===== src/inc/wdrc_pkg.sv =====
`default_nettype none
package wdrc_pkg;
   // ****************************************************
   // Register map (byte addresses on the APB)
   // ****************************************************
   localparam logic [11:0] RSTAT_ADDR = 12'h000;
   localparam logic [11:0] SYSTEM_OPTIONS_1_ADDR = 12'h004;
   localparam logic [11:0] SYSTEM_OPTIONS_2_ADDR = 12'h008;

   // Reset status flag positions
   localparam int ST_PIN = 0;
   localparam int ST_POR = 1;
   localparam int ST_LVD = 2;
   localparam int ST_WDOG = 3;
   localparam int ST_ILLEGAL_OPCODE_DETECT = 4;
   localparam int ST_ILLEGAL_ADDRESS_DETECT = 5;
   localparam logic [5:0] STAT_POR_VALUE = 6'h02;
   localparam logic [5:0] STAT_WDOG_ONLY = 6'h08;

   // System options 1 and 2 field positions
   localparam int OPT1_WD_EN = 0;
   localparam int OPT1_WD_TSEL = 1;
   localparam int OPT1_PIN_EN = 2;
   localparam int OPT2_WD_CLKSEL = 0;

   // Values after reset: watchdog on, 1 kHz source, long count
   localparam logic RST_WD_EN = 1'b1;
   localparam logic RST_WD_TSEL = 1'b1;
   localparam logic RST_WD_CLKSEL = 1'b0;
   localparam logic RST_PIN_EN = 1'b0;

   // ****************************************************
   // Watchdog overflow counts (last count value)
   // ****************************************************
   localparam logic [17:0] WD_LAST_1K_SHORT = 18'h0001f;
   localparam logic [17:0] WD_LAST_1K_LONG = 18'h000ff;
   localparam logic [17:0] WD_LAST_BUS_SHORT = 18'h01fff;
   localparam logic [17:0] WD_LAST_BUS_LONG = 18'h3ffff;

   // ****************************************************
   // CPU start-up values and reset stretch
   // ****************************************************
   localparam logic [15:0] VEC_ADDR_HI = 16'hfffe;
   localparam logic [15:0] VEC_ADDR_LO = 16'hffff;
   localparam logic [15:0] SP_INIT = 16'h00ff;
   localparam logic [2:0] RST_HOLD_CYCLES = 3'h4;

   typedef enum logic [1:0] {
      BOOT_HOLD,
      BOOT_HI,
      BOOT_LO,
      BOOT_RUN
   } wdrc_boot_type;
endpackage
`default_nettype wire


===== src/core/wdrc_core.sv =====
`timescale 1ns/100ps
`default_nettype none
// Overview of operation
// After reset, fetch start address from 0xFFFE then 0xFFFF, high byte first.
// Reset forces the stack pointer to 0x00FF.
// Reset sets the global interrupt mask bit.
// During reset peripherals are off, pins are inputs, pullups off.
// External reset pin acts only when its enable bit is set.
// Status keeps one flag per source; debug force reset has none.
// Enabled watchdog reaching its overflow count without service resets.
// Watchdog enable reads set after every reset.
// Clearing watchdog enable stops any watchdog reset.
// Writing the status address clears the counter, status unchanged.
// Clock select: 0 picks the 1 kHz tick, 1 the bus clock.
// On 1 kHz, timeout select gives 32 or 256 counts.
// On bus clock, timeout select gives 2^13 or 2^18 counts.
// Out of reset: 1 kHz source, 256-count timeout.
// Options registers take only their first write after reset.
// First write to each options register clears the counter.
// Software services the watchdog from main flow, not handlers.
// Counter holds still in background debug mode.
// On bus clock the counter freezes in stop and resumes after.
// On 1 kHz the counter clears on stop entry, restarts from zero.
// Watchdog reset sets its flag alone, clearing other flags.
module wdrc_core
   import wdrc_pkg::*;
(
   // APB clock and reset
   input wire logic pclk,
   input wire logic presetn,
   // APB slave
   input wire logic psel,
   input wire logic penable,
   input wire logic pwrite,
   input wire logic [11:0] paddr,
   input wire logic [31:0] pwdata,
   output logic [31:0] prdata,
   output logic pready,
   output logic pslverr,
   // Reset sources
   input wire logic reset_pin_n,
   input wire logic low_voltage_detect,
   input wire logic illegal_opcode_detect,
   input wire logic illegal_address_detect,
   input wire logic debug_force_reset,
   // Watchdog environment
   input wire logic tick_1khz,
   input wire logic debug_mode,
   input wire logic stop_mode,
   // Reset vector fetch
   input wire logic [7:0] vec_data,
   output logic vec_rd,
   output logic [15:0] vec_addr,
   // CPU start-up and system reset state
   output logic sys_reset_n,
   output logic cpu_start,
   output logic [15:0] pc_value,
   output logic [15:0] stack_pointer,
   output logic ccr_imask,
   output logic periph_disable,
   output logic io_default_input
);

   // ****************************************************
   // Declarations
   // ****************************************************
   logic [2:0] hold_cnt;
   logic [2:0] next_hold;
   logic [5:0] reset_status;
   logic [5:0] next_status;
   logic watchdog_enable;
   logic watchdog_timeout_select;
   logic reset_pin_enable;
   logic watchdog_clock_select;
   logic opt1_locked;
   logic opt2_locked;
   logic [17:0] wd_cnt;
   wdrc_boot_type boot_state;

   // Overflow decode for the compare; the overflow check repeats it inline
   function automatic logic [17:0] wd_last(input logic clk_sel,
                                           input logic tsel);
      if (clk_sel)
      begin
         wd_last = tsel ? WD_LAST_BUS_LONG : WD_LAST_BUS_SHORT;
      end
      else
      begin
         wd_last = tsel ? WD_LAST_1K_LONG : WD_LAST_1K_SHORT;
      end
   endfunction

   // ****************************************************
   // APB decode
   // ****************************************************
   // Writes take effect only at the completing edge
   wire in_reset = ~sys_reset_n;
   wire setup_done = psel & penable & ~pready;
   wire wr_fire = psel & penable & pready & pwrite & sys_reset_n;
   wire sel_stat = paddr == RSTAT_ADDR;
   wire sel_opt1 = paddr == SYSTEM_OPTIONS_1_ADDR;
   wire sel_opt2 = paddr == SYSTEM_OPTIONS_2_ADDR;
   wire addr_ok = sel_stat | sel_opt1 | sel_opt2;
   wire wr_opt1 = wr_fire & sel_opt1 & ~opt1_locked;
   wire wr_opt2 = wr_fire & sel_opt2 & ~opt2_locked;
   wire [31:0] rd_value =
      sel_stat ? {26'h0, reset_status} :
      sel_opt1 ? {29'h0, reset_pin_enable, watchdog_timeout_select,
                  watchdog_enable} :
      sel_opt2 ? {31'h0, watchdog_clock_select} : 32'h0;

   // One wait state; unmapped addresses answer with an error
   always_ff @(posedge pclk or negedge presetn)
   begin
      if (!presetn)
      begin
         pready <= 1'b0;
         prdata <= 32'h0;
         pslverr <= 1'b0;
      end
      else
      begin
         pready <= setup_done;
         pslverr <= setup_done & ~addr_ok;
         prdata <= (setup_done & ~pwrite) ? rd_value : 32'h0;
      end
   end

   // ****************************************************
   // Watchdog counter
   // ****************************************************
   // Service write and first option writes restart the count
   wire wd_service = (wr_fire & sel_stat) | wr_opt1 | wr_opt2;
   // Clock choice; debug and stop both stall the count
   wire wd_tick = watchdog_clock_select | tick_1khz;
   wire wd_inc = watchdog_enable & wd_tick & ~debug_mode
                 & ~stop_mode;
   // Slow source is held at zero across stop, so it restarts from zero
   wire wd_clear = in_reset | wd_service
                   | (stop_mode & ~watchdog_clock_select);
   wire [17:0] wd_limit = wd_last(watchdog_clock_select,
                                  watchdog_timeout_select);
   wire wdog_to = wd_inc & ~wd_clear & (wd_cnt == wd_limit);

   // Count register; clearing wins over counting
   always_ff @(posedge pclk or negedge presetn)
   begin
      if (!presetn)
      begin
         wd_cnt <= 18'h0;
      end
      else if (wd_clear)
      begin
         wd_cnt <= 18'h0;
      end
      else if (wd_inc)
      begin
         wd_cnt <= wd_cnt + 18'h1;
      end
   end

   // ****************************************************
   // Reset sources and status
   // ****************************************************
   // External pin only counts when enabled
   wire pin_rst = ~reset_pin_n & reset_pin_enable;
   wire [5:0] src_flags = {illegal_address_detect, illegal_opcode_detect,
                           wdog_to, low_voltage_detect, 1'b0, pin_rst};
   // Debug force reset stretches reset but raises no flag
   wire any_req = (|src_flags) | debug_force_reset;

   // Watchdog reset reports itself alone
   always_comb
   begin
      next_status = reset_status;
      if (wdog_to)
      begin
         next_status = STAT_WDOG_ONLY;
      end
      else if (any_req)
      begin
         next_status = src_flags;
      end
      next_hold = hold_cnt;
      if (any_req)
      begin
         next_hold = RST_HOLD_CYCLES;
      end
      else if (hold_cnt != 3'h0)
      begin
         next_hold = hold_cnt - 3'h1;
      end
   end

   // Status writes are ignored; only reset causes change it
   always_ff @(posedge pclk or negedge presetn)
   begin
      if (!presetn)
      begin
         reset_status <= STAT_POR_VALUE;
         hold_cnt <= RST_HOLD_CYCLES;
         sys_reset_n <= 1'b0;
      end
      else
      begin
         reset_status <= next_status;
         hold_cnt <= next_hold;
         sys_reset_n <= next_hold == 3'h0;
      end
   end

   // ****************************************************
   // System options, write once
   // ****************************************************
   // Locks keep a runaway program from turning the watchdog off
   always_ff @(posedge pclk or negedge presetn)
   begin
      if (!presetn)
      begin
         watchdog_enable <= RST_WD_EN;
         watchdog_timeout_select <= RST_WD_TSEL;
         reset_pin_enable <= RST_PIN_EN;
         watchdog_clock_select <= RST_WD_CLKSEL;
         opt1_locked <= 1'b0;
         opt2_locked <= 1'b0;
      end
      else if (in_reset)
      begin
         watchdog_enable <= RST_WD_EN;
         watchdog_timeout_select <= RST_WD_TSEL;
         reset_pin_enable <= RST_PIN_EN;
         watchdog_clock_select <= RST_WD_CLKSEL;
         opt1_locked <= 1'b0;
         opt2_locked <= 1'b0;
      end
      else
      begin
         if (wr_opt1)
         begin
            watchdog_enable <= pwdata[OPT1_WD_EN];
            watchdog_timeout_select <= pwdata[OPT1_WD_TSEL];
            reset_pin_enable <= pwdata[OPT1_PIN_EN];
            opt1_locked <= 1'b1;
         end
         if (wr_opt2)
         begin
            watchdog_clock_select <= pwdata[OPT2_WD_CLKSEL];
            opt2_locked <= 1'b1;
         end
      end
   end

   // ****************************************************
   // Reset vector fetch and CPU start-up state
   // ****************************************************
   // Memory answers vec_data in the same cycle as vec_addr
   always_ff @(posedge pclk or negedge presetn)
   begin
      if (!presetn)
      begin
         boot_state <= BOOT_HOLD;
         vec_rd <= 1'b0;
         vec_addr <= VEC_ADDR_HI;
         pc_value <= 16'h0;
         cpu_start <= 1'b0;
         stack_pointer <= SP_INIT;
         ccr_imask <= 1'b1;
         periph_disable <= 1'b1;
         io_default_input <= 1'b1;
      end
      else if (in_reset)
      begin
         boot_state <= BOOT_HOLD;
         vec_rd <= 1'b0;
         cpu_start <= 1'b0;
         stack_pointer <= SP_INIT;
         ccr_imask <= 1'b1;
         periph_disable <= 1'b1;
         io_default_input <= 1'b1;
      end
      else
      begin
         case (boot_state)
            BOOT_HOLD:
            begin
               vec_rd <= 1'b1;
               vec_addr <= VEC_ADDR_HI;
               boot_state <= BOOT_HI;
            end
            BOOT_HI:
            begin
               pc_value[15:8] <= vec_data;
               vec_addr <= VEC_ADDR_LO;
               boot_state <= BOOT_LO;
            end
            BOOT_LO:
            begin
               pc_value[7:0] <= vec_data;
               vec_rd <= 1'b0;
               cpu_start <= 1'b1;
               ccr_imask <= 1'b0;
               periph_disable <= 1'b0;
               io_default_input <= 1'b0;
               boot_state <= BOOT_RUN;
            end
            BOOT_RUN:
            begin
               cpu_start <= 1'b0;
            end
            default:
            begin
               boot_state <= BOOT_HOLD;
            end
         endcase
      end
   end
endmodule // wdrc_core
`default_nettype wire


===== config.mk =====
export PLATFORM = sky130hd
export DESIGN_NAME = wdrc_core
export DESIGN_NICKNAME = d
export VERILOG_FILES = /design/src/inc/wdrc_pkg.sv /design/src/core/wdrc_core.sv
export SDC_FILE = /design/constraint.sdc
export NUM_CORES = 1
export LEC_CHECK = 0
export BUFFER_PORTS_ARGS = -buffer_cell sky130_fd_sc_hd__buf_2
export CORE_MARGIN = 2
export CORE_UTILIZATION = 40
export DETAILED_ROUTE_END_ITERATION = 10
export HOLD_SLACK_MARGIN = 0.12
export PLACE_DENSITY_LB_ADDON = 0.25
export SLEW_MARGIN = 20
export SYNTH_ARGS = -nofsm -noshare
export SYNTH_HDL_FRONTEND = slang
export SYNTH_SLANG_ARGS = --single-unit

===== constraint.sdc =====
create_clock -name pclk -period 4.3 [get_ports pclk]
set_input_delay 0.215 -clock pclk [delete_from_list [all_inputs] [get_ports pclk]]
set_output_delay 0.215 -clock pclk [all_outputs]
set_load 0.1 [all_outputs]

# Word level (Yosys, flattened, before mapping)
# Cells that the tools add are included.
[word_totals]
mem_count = 0
latch_bits = 0
out_inout_bits = 88
ramBits = 0
mem_bits_ro = 0
register_bits = 79
[classes]
shifts = 0
div_mod_pow = 0
muxes = 34
n_eq_ne = 12
mul = 0
bitwise_logic = 38
magnitude_cmp = 0
reduce_logical = 11
n_addsub = 2
[ops]
columns = ["operator", "n"]
rows = [
  ["2-to-1 mux 18 bit", 4],
  ["case mux 16 bit (2 select lines)", 1],
  ["2-to-1 mux 6 bit", 4],
  ["bitwise AND 1 bit", 19],
  ["adder 18 x 1 -> 18 bit, second input constant", 1],
  ["equality test 18 bit", 1],
  ["2-to-1 mux 1 bit", 17],
  ["equality test 12 x 3 -> 1 bit, second input constant", 1],
  ["equality test 12 x 4 -> 1 bit, second input constant", 1],
  ["zero test 12 bit", 1],
  ["NOT 1 bit", 11],
  ["2-to-1 mux 3 bit", 3],
  ["2-to-1 mux 8 bit", 1],
  ["OR 1 bit", 8],
  ["inequality test 2 x 1 -> 1 bit, second input constant", 3],
  ["inequality test 3 x 1 -> 1 bit, second input constant", 2],
  ["case mux 2 bit (3 select lines)", 1],
  ["AND reduction 2 bit", 3],
  ["nonzero test 2 bit", 3],
  ["OR reduction 5 bit", 1],
  ["equality test 2 bit, second input constant", 2],
  ["inequality test 4 x 1 -> 1 bit, second input constant", 1],
  ["case mux 1 bit (2 select lines)", 2],
  ["zero test 3 bit", 1],
  ["other kinds (5)", 5],
]

# Longest topological paths before layout
# Gate-level depths: netlist (run 1).
[logic_depth]
depth_word = 17
ltp_mapped = 8
mapped_depth_nobuf = 6

# Least setup slack after synthesis (run 1)
# Ideal clock, no wire load.
[synth_path]
path_kind = "register -> register"
start = "register sys_reset_n"
end = "register hold_cnt[2]"
arrival_ps = 2471
required_ps = 4206
stages_incl_launch_ff = 7
setup_time_ps = 94
slack_ps = 1735
path_cell_list = "dfrtp_1 > buf_4 > nand3_1 > or2_2 > o41ai_2 > nor4_4 > or4_1"
[synth_via]
elab_chain_cells = 13
elab_cells_between_ends = 17
cone_classes = "1 x mux; 15 x bitwise; 1 x reduce/logical"
[synth_rtl]
columns = ["item", "line", "text"]
rows = [
  ["from (decl)", "wdrc_core.sv:55", "output logic sys_reset_n,"],
  ["from (signal assigned)", "wdrc_core.sv:202", "sys_reset_n <= 1'b0;"],
  ["from (signal assigned)", "wdrc_core.sv:208", "sys_reset_n <= next_hold == 3'h0;"],
  ["bitwise AND 1 bit", "wdrc_core.sv:99", "wire wr_fire = psel & penable & pready & pwrite & sys_reset_n;"],
  ["bitwise AND 1 bit (2 in series)", "wdrc_core.sv:104", "wire wr_opt1 = wr_fire & sel_opt1 & ~opt1_locked;"],
  ["OR 1 bit (2 in series)", "wdrc_core.sv:133", "wire wd_service = (wr_fire & sel_stat) | wr_opt1 | wr_opt2;"],
  ["OR 1 bit (*)", "wdrc_core.sv:139", "wire wd_clear = in_reset | wd_service"],
  ["OR 1 bit (*)", "wdrc_core.sv:140", "| (stop_mode & ~watchdog_clock_select);"],
  ["NOT 1 bit (*)", "wdrc_core.sv:143", "wire wdog_to = wd_inc & ~wd_clear & (wd_cnt == wd_limit);"],
  ["bitwise AND 1 bit (*) (2 in series)", "wdrc_core.sv:143", ""],
  ["OR reduction 5 bit (*)", "wdrc_core.sv:170", "wire any_req = (|src_flags) | debug_force_reset;"],
  ["OR 1 bit (*)", "wdrc_core.sv:170", ""],
  ["2-to-1 mux 3 bit (*)", "wdrc_core.sv:185", "if (any_req)"],
  ["named net next_hold[2]", "wdrc_core.sv:68", "logic [2:0] next_hold;"],
  ["to (signal assigned)", "wdrc_core.sv:207", "hold_cnt <= next_hold;"],
  ["to (decl)", "wdrc_core.sv:67", "logic [2:0] hold_cnt;"],
]
# The timed path passes the listed nets; every way through them passes the cells marked *.
# A chain may end at the register's enable or synchronous reset.

# Final worst setup path (run 1)
# Same ends and word-level chain as after synthesis.

==> impl_metrics.yaml, run 1 <==
finish:
  final_common_cell: "buf_2"
  final_cell_mix: "buf_2, dfrtp_1, conb_1"
  insertedDiodeCount: 0
  design_area_mm2: 0.00404
  nFillCells: 846
  layout.nets: 486
  drive_gt1_share_pct: 29.7
  area_growth_syn_to_layout_pct: 16.0
floorplanning:
  dieArea_mm2: 0.00946
  ios: 153
  die_w_um: 97.3
  die_y_um: 97.3
  core_mm2: 0.00859
  rows: 34
  initial_core_util_pct: 40.5
synth:
  synth-main-ff-cell: "dfrtp_1"
  synth_edf_count: 0
  yosysWarnings: 0
  synth_seq_cells: 64
  avgSynthCellArea_um2: 10.5
  synth_cells: 330
  ys_types: 50
  synth_area_mm2: 0.00348
  yosysSeqAreaShare_pct: 46.2
  async_reset_ff_share_pct: 100
timing:
  tightestPinTransition_ns: 0.713
  max_freq_mhz: 459
  maxSlewHeadroom_pct: 52.0
  layout_setup_ws_ns: 2.12
  rsz0062_at_grt: "no"
  final-setup-viol-count: 0
  skew_ns: 0.00840
  min_period_ns: 2.18
  report.final.slew_viol_count: 0
  fin_tns_setup_ns: 0
  fin_crit_sh_pct: 50.6
  hold_violations: 0
place:
  dp_hpwl_mm: 4.53
  postPlaceCellArea_mm2: 0.00366
  portBuffers: 66
  gpl.final_weighted_congestion: 0.768
  pre_cts_ws_ns: 2.08
routing:
  ant_nets: 0
  wire_per_inst_um: 12.0
  vias_per_cell: 4.48
  wl_mm: 6.30
  drt-pass1-iter-count: 4
  vias: 2356
  first_iter_violations: 92
  drc: 0
power_and_ir_drop:
  internal-power_mw: 0.939
  power_frac_clock_pct: 34.9
  seqPwrFrac_pct: 41.2
  switching_power_mw: 0.563
  p_per_area_mw_per_mm2: 372
  netSwitchingFraction_pct: 37.5
  p_leak_nw: 1.93
  peakVddDrop_mv: 0.208
  combPwrFrac_pct: 23.9
worst_hold_path:
  min_from: "debug_force_reset"
  min-delay-path-class: "in2reg"
clock_network:
  holdBufCountCts: 16
  numClockSinks: 64
  cts-buffers-inserted: 9
  clock_latency_ns: 0.34
  cts_tree: "yes"
  clk_pin_slew_ns: 0.08
  clk_path_buf_depth: 2
  root_buffer: "clkbuf_8"
  htree_levels: 3
  post_cts_resized: 0
  postCtsSetupRepairBufs: 0
status:
  status: "complete, no violations"
global_routing:
  grtUsageTotal_pct: 13.8
  antenna_found_initial: 0
  grt_pass1_wl_mm: 10.7
  grt_pass1_vias: 2349
  grt_max_degree: 45
  grt-ovfl-total: 0
setup_path:
  r2r-start: "sys_reset_n"
  end_kind: "flip-flop"
  startpoint_type: "flip-flop"
  cp.required_ns: 4.56
  critPathArrivalTime_ns: 2.44
  path_class: "reg2reg"
  path_max_fanout: 17
  startpoint: "sys_reset_n"
run:
  maxCapViolations: 0
==> power groups by stage <==
| stage | clock network, mW | logic (mW) | registers (mW) |
|---|---|---|---|
| 3_3_place_gp | 0 | 0.347 | 0.630 |
| 5_1_grt | 0.573 | 0.371 | 0.620 |
| 4_1_cts | 0.540 | 0.360 | 0.618 |
| 6_report | 0.525 | 0.359 | 0.619 |
| 3_5_place_dp | 0 | 0.348 | 0.630 |
| 2_1_floorplan | 0 | 0.279 | 0.695 |
==> logic make-up after synthesis <==
family / share of synthesized area (%)
mux: 6.94
buf+inv: 15.5
other cells: 0.216
simple gates: 19.4
flops: 46.2
fa+ha+maj: 2.88
compound gates: 4.53
xor+xnor: 4.28
==> synthesized netlist by cell type (all sizes together), types with 7 or more instances <==
cell,count,share of area (%)
dfrtp,59,42
buf,64,14
xor2,13,3.3
nor4,8,2.7
a21oi,7,1.0
mux2,17,5.5
nand2,19,2.0
nor2,33,3.6
inv,12,1.3
nand3,11,1.6
ha,8,2.9
and2,7,1.3
==> final cells by class <==
cell class / instances / area (um2) / area share, %
clock buffers: 10 / 138 / 3.41
clock inverters: 6 / 67.6 / 1.67
inverters: 12 / 45.0 / 1.12
multi-input cells: 243 / 1540 / 38.3
flip-flops and latches: 64 / 1610 / 39.8
well taps: 108 / 135 / 3.35
repair buffers: 83 / 498 / 12.3
==> through the flow <==
step           cells  utilization [%]  hold WS (ns)  total power [mW]
2_1_floorplan    385                -       -0.0806             0.974
3_3_place_gp     494             42.6         0.217             0.977
3_5_place_dp     494             42.6         0.210             0.978
4_1_cts          526             46.9         0.146              1.52
5_1_grt          526             47.0         0.159              1.56
6_report         526             47.0         0.165              1.50
==> path summary, 6_finish.rpt <==
kind	endpoint	slack, ns	depth (start not counted)
max in group asynchronous	watchdog_timeout_select	2.99	3
min reg2reg	reset_status[1]	0.45	2
max	hold_cnt[2]	2.12	5
min in group asynchronous	wd_cnt[4]	0.38	2
max reg2reg	hold_cnt[2]	2.12	5
min	hold_cnt[0]	0.17	3
==> per-layer routing <==
metal / up-vias / part of all wire [%] / global-route usage, %
li1: 1162 / - / -
met1: 1127 / 45 / 18.3
met2: 61 / 49 / 22.1
met3: 6 / 5.2 / 3.96
met4: 0 / 1.0 / 4.49
met5: - / 0 / 0
==> critical path: stages, from the launching register on <==
cell and delay (ns):
dfrtp_1 0.67, nand3_1 0.10, or2_2 0.34, o41ai_2 0.42
nor4_4 0.15, or4_1 0.42
==> sequential cells by signal, summed over array words and instances (netlist names), 2 cells and up <==
name	flops
prdata	6
wd_cnt	18
hold_cnt	3
pc_value	16
boot_state	2
reset_status	6
No activity file was read; power rests on OpenSTA's default activity.
==> run 2: changes to the inputs <==
==> constraint.sdc (replaced) <==
create_clock -name pclk -period 2.3 [get_ports pclk]
set_input_delay 0.115 -clock pclk [delete_from_list [all_inputs] [get_ports pclk]]
set_output_delay 0.115 -clock pclk [all_outputs]
set_load 0.1 [all_outputs]
==> run 2 against run 1 <==
Setup slack got worse by 2.0 ns. Combinational power increased by 89%. Flip-flop and latch count unchanged. Worst hold slack got worse by 0.013 ns. Cell area increased by 2.1%. Non-clock buffer count increased by 11. Sequential share of layout area decreased by 0.75 points. First-iteration DRC count decreased by 38%. Largest cell class unchanged. Clock skew about the same. Die area unchanged. Cell count increased by 2.1%.
==> impl_metrics.yaml, run 2 (synthesis gave the netlist of run 1 again) <==
status:
  status: "complete, no violations"
timing:
  fin_crit_sh_pct: 93.8
  skew_ns: 0.00877
  fin_tns_setup_ns: 0
  min_period_ns: 2.16
  hold_violations: 0
  rsz0062_at_grt: "no"
  holdWs_ns: 0.152
  layout_setup_ws_ns: 0.143
  report.final.slew_viol_count: 0
  final-setup-viol-count: 0
  max_freq_mhz: 464
clock_network:
  clk_path_buf_depth: 2
  root_buffer: "clkbuf_8"
  post_cts_resized: 0
  htree_levels: 3
  clock_latency_ns: 0.34
  clk_pin_slew_ns: 0.07
  cts_tree: "yes"
  numClockSinks: 64
  cts-buffers-inserted: 9
setup_path:
  path_max_fanout: 10
  startpoint_type: "input pin"
  reg2reg_slack_ns: 0.33
  path_class: "in2reg"
  critPathArrivalTime_ns: 2.41
  end_kind: "flip-flop"
  cp.required_ns: 2.55
global_routing:
  grt_pass1_vias: 2351
  antenna_found_initial: 0
  grt_pass1_wl_mm: 11.0
  grt-ovfl-total: 0
  grt_max_degree: 30
  grtUsageTotal_pct: 14.3
finish:
  final_cell_mix: "buf_2, conb_1, dfrtp_1"
  reg_top3: "wd_cnt (18), pc_value (16)"
  multi_input_area_mm2: 0.00154
  largest_reg_flops: 18
  seq_area_mm2: 0.00161
  design_area_mm2: 0.00412
  max_flop_register: "wd_cnt"
  nFillCells: 829
  drive_gt1_share_pct: 30.3
  insertedDiodeCount: 0
  area_growth_syn_to_layout_pct: 18.4
  final_common_cell: "buf_2"
  layout.nets: 497
power_and_ir_drop:
  p_total_mw: 2.80
  p_per_area_mw_per_mm2: 680
  p_leak_nw: 1.97
  peakVddDrop_mv: 0.462
floorplanning:
  initial_core_util_pct: 40.5
  die_w_um: 97.3
  rows: 34
  core_mm2: 0.00859
  ios: 153
  dieArea_mm2: 0.00946
  die_y_um: 97.3
routing:
  drt-pass1-iter-count: 4
  wire_per_inst_um: 12.1
  wl_mm: 6.49
  drc: 0
  first_iter_violations: 57
  ant_nets: 0
  vias: 2407
  vias_per_cell: 4.48
place:
  pre_cts_ws_ns: 0.315
  dp_hpwl_mm: 4.70
  portBuffers: 66
  gpl.final_weighted_congestion: 0.811
  postPlaceCellArea_mm2: 0.00370
worst_hold_path:
  min-delay-path-class: "in2reg"
run:
  maxCapViolations: 0
[run 2: cell types whose count changed in the layout (fill, tap and decap cells not counted)]
cell and delta:
dlygate4sd3_1 +6, clkinvlp_4 +1, dfrtp_2 +2, nor4_1 +1, clkinv_4 -1, clkbuf_8 -1, buf_4 +5, dfrtp_1 -2
clkinv_2 +1, nor4_2 -1
[run 2: path summary, 6_finish.rpt]
kind	from	end	cells after the start
min in group asynchronous	presetn	prdata[0]	2
max in group asynchronous	presetn	hold_cnt[2]	3
worst min-delay path	penable	pready	4
worst max-delay path	paddr[9]	hold_cnt[2]	8
worst min register to register	reset_status[1]	reset_status[1]	2
worst max register to register	watchdog_clock_select	wd_cnt[7]	5
[run 2: through the flow]
step / instances / utilization, %
after CTS: 537 / 47.9
after floorplan: 385 / -
after global placement: 499 / 43.1
after global routing: 537 / 47.9
after detailed placement: 499 / 43.1
final: 537 / 47.9
[run 2: worst max-delay path, cell delays in order]
cell and delay [ns]:
dlygate4sd3_1 0.55, buf_2 0.14, nor4_2 0.35, nand3_1 0.18
a211oi_1 0.40, nor4_4 0.07, buf_4 0.19, or4_1 0.41
[run 2: layer usage]
metal	up-vias	global-route usage (%)	part of all wire, %
met5	-	0	0
met4	0	4.59	1.1
met3	9	4.82	5.9
met2	68	22.6	48
met1	1151	18.6	45
li1	1179	-	-
[run 2: report_power, final]
group / leakage [nW] / internal [mW] / total [mW] / switching, mW
clock network: 0.0916 / 0.500 / 0.966 / 0.466
registers: 0.827 / 1.15 / 1.16 / 0.0105
logic: 1.06 / 0.0819 / 0.679 / 0.597
[run 2: final cells by class]
| type | count | area share [%] |
|---|---|---|
| flip-flops and latches | 64 | 39.1 |
| repair buffers | 94 | 14.5 |
| clock buffers | 9 | 3.01 |
| well taps | 108 | 3.28 |
| clock inverters | 7 | 1.73 |
| multi-input cells | 243 | 37.3 |
| inverters | 12 | 1.09 |
[run 2: timing repair]
| item | 4_1_cts | 5_1_grt |
|---|---|---|
| endpoints found under the hold margin | 89 | 0 |
| hold buffers | 22 | 0 |
| buffers inserted | 0 | 0 |
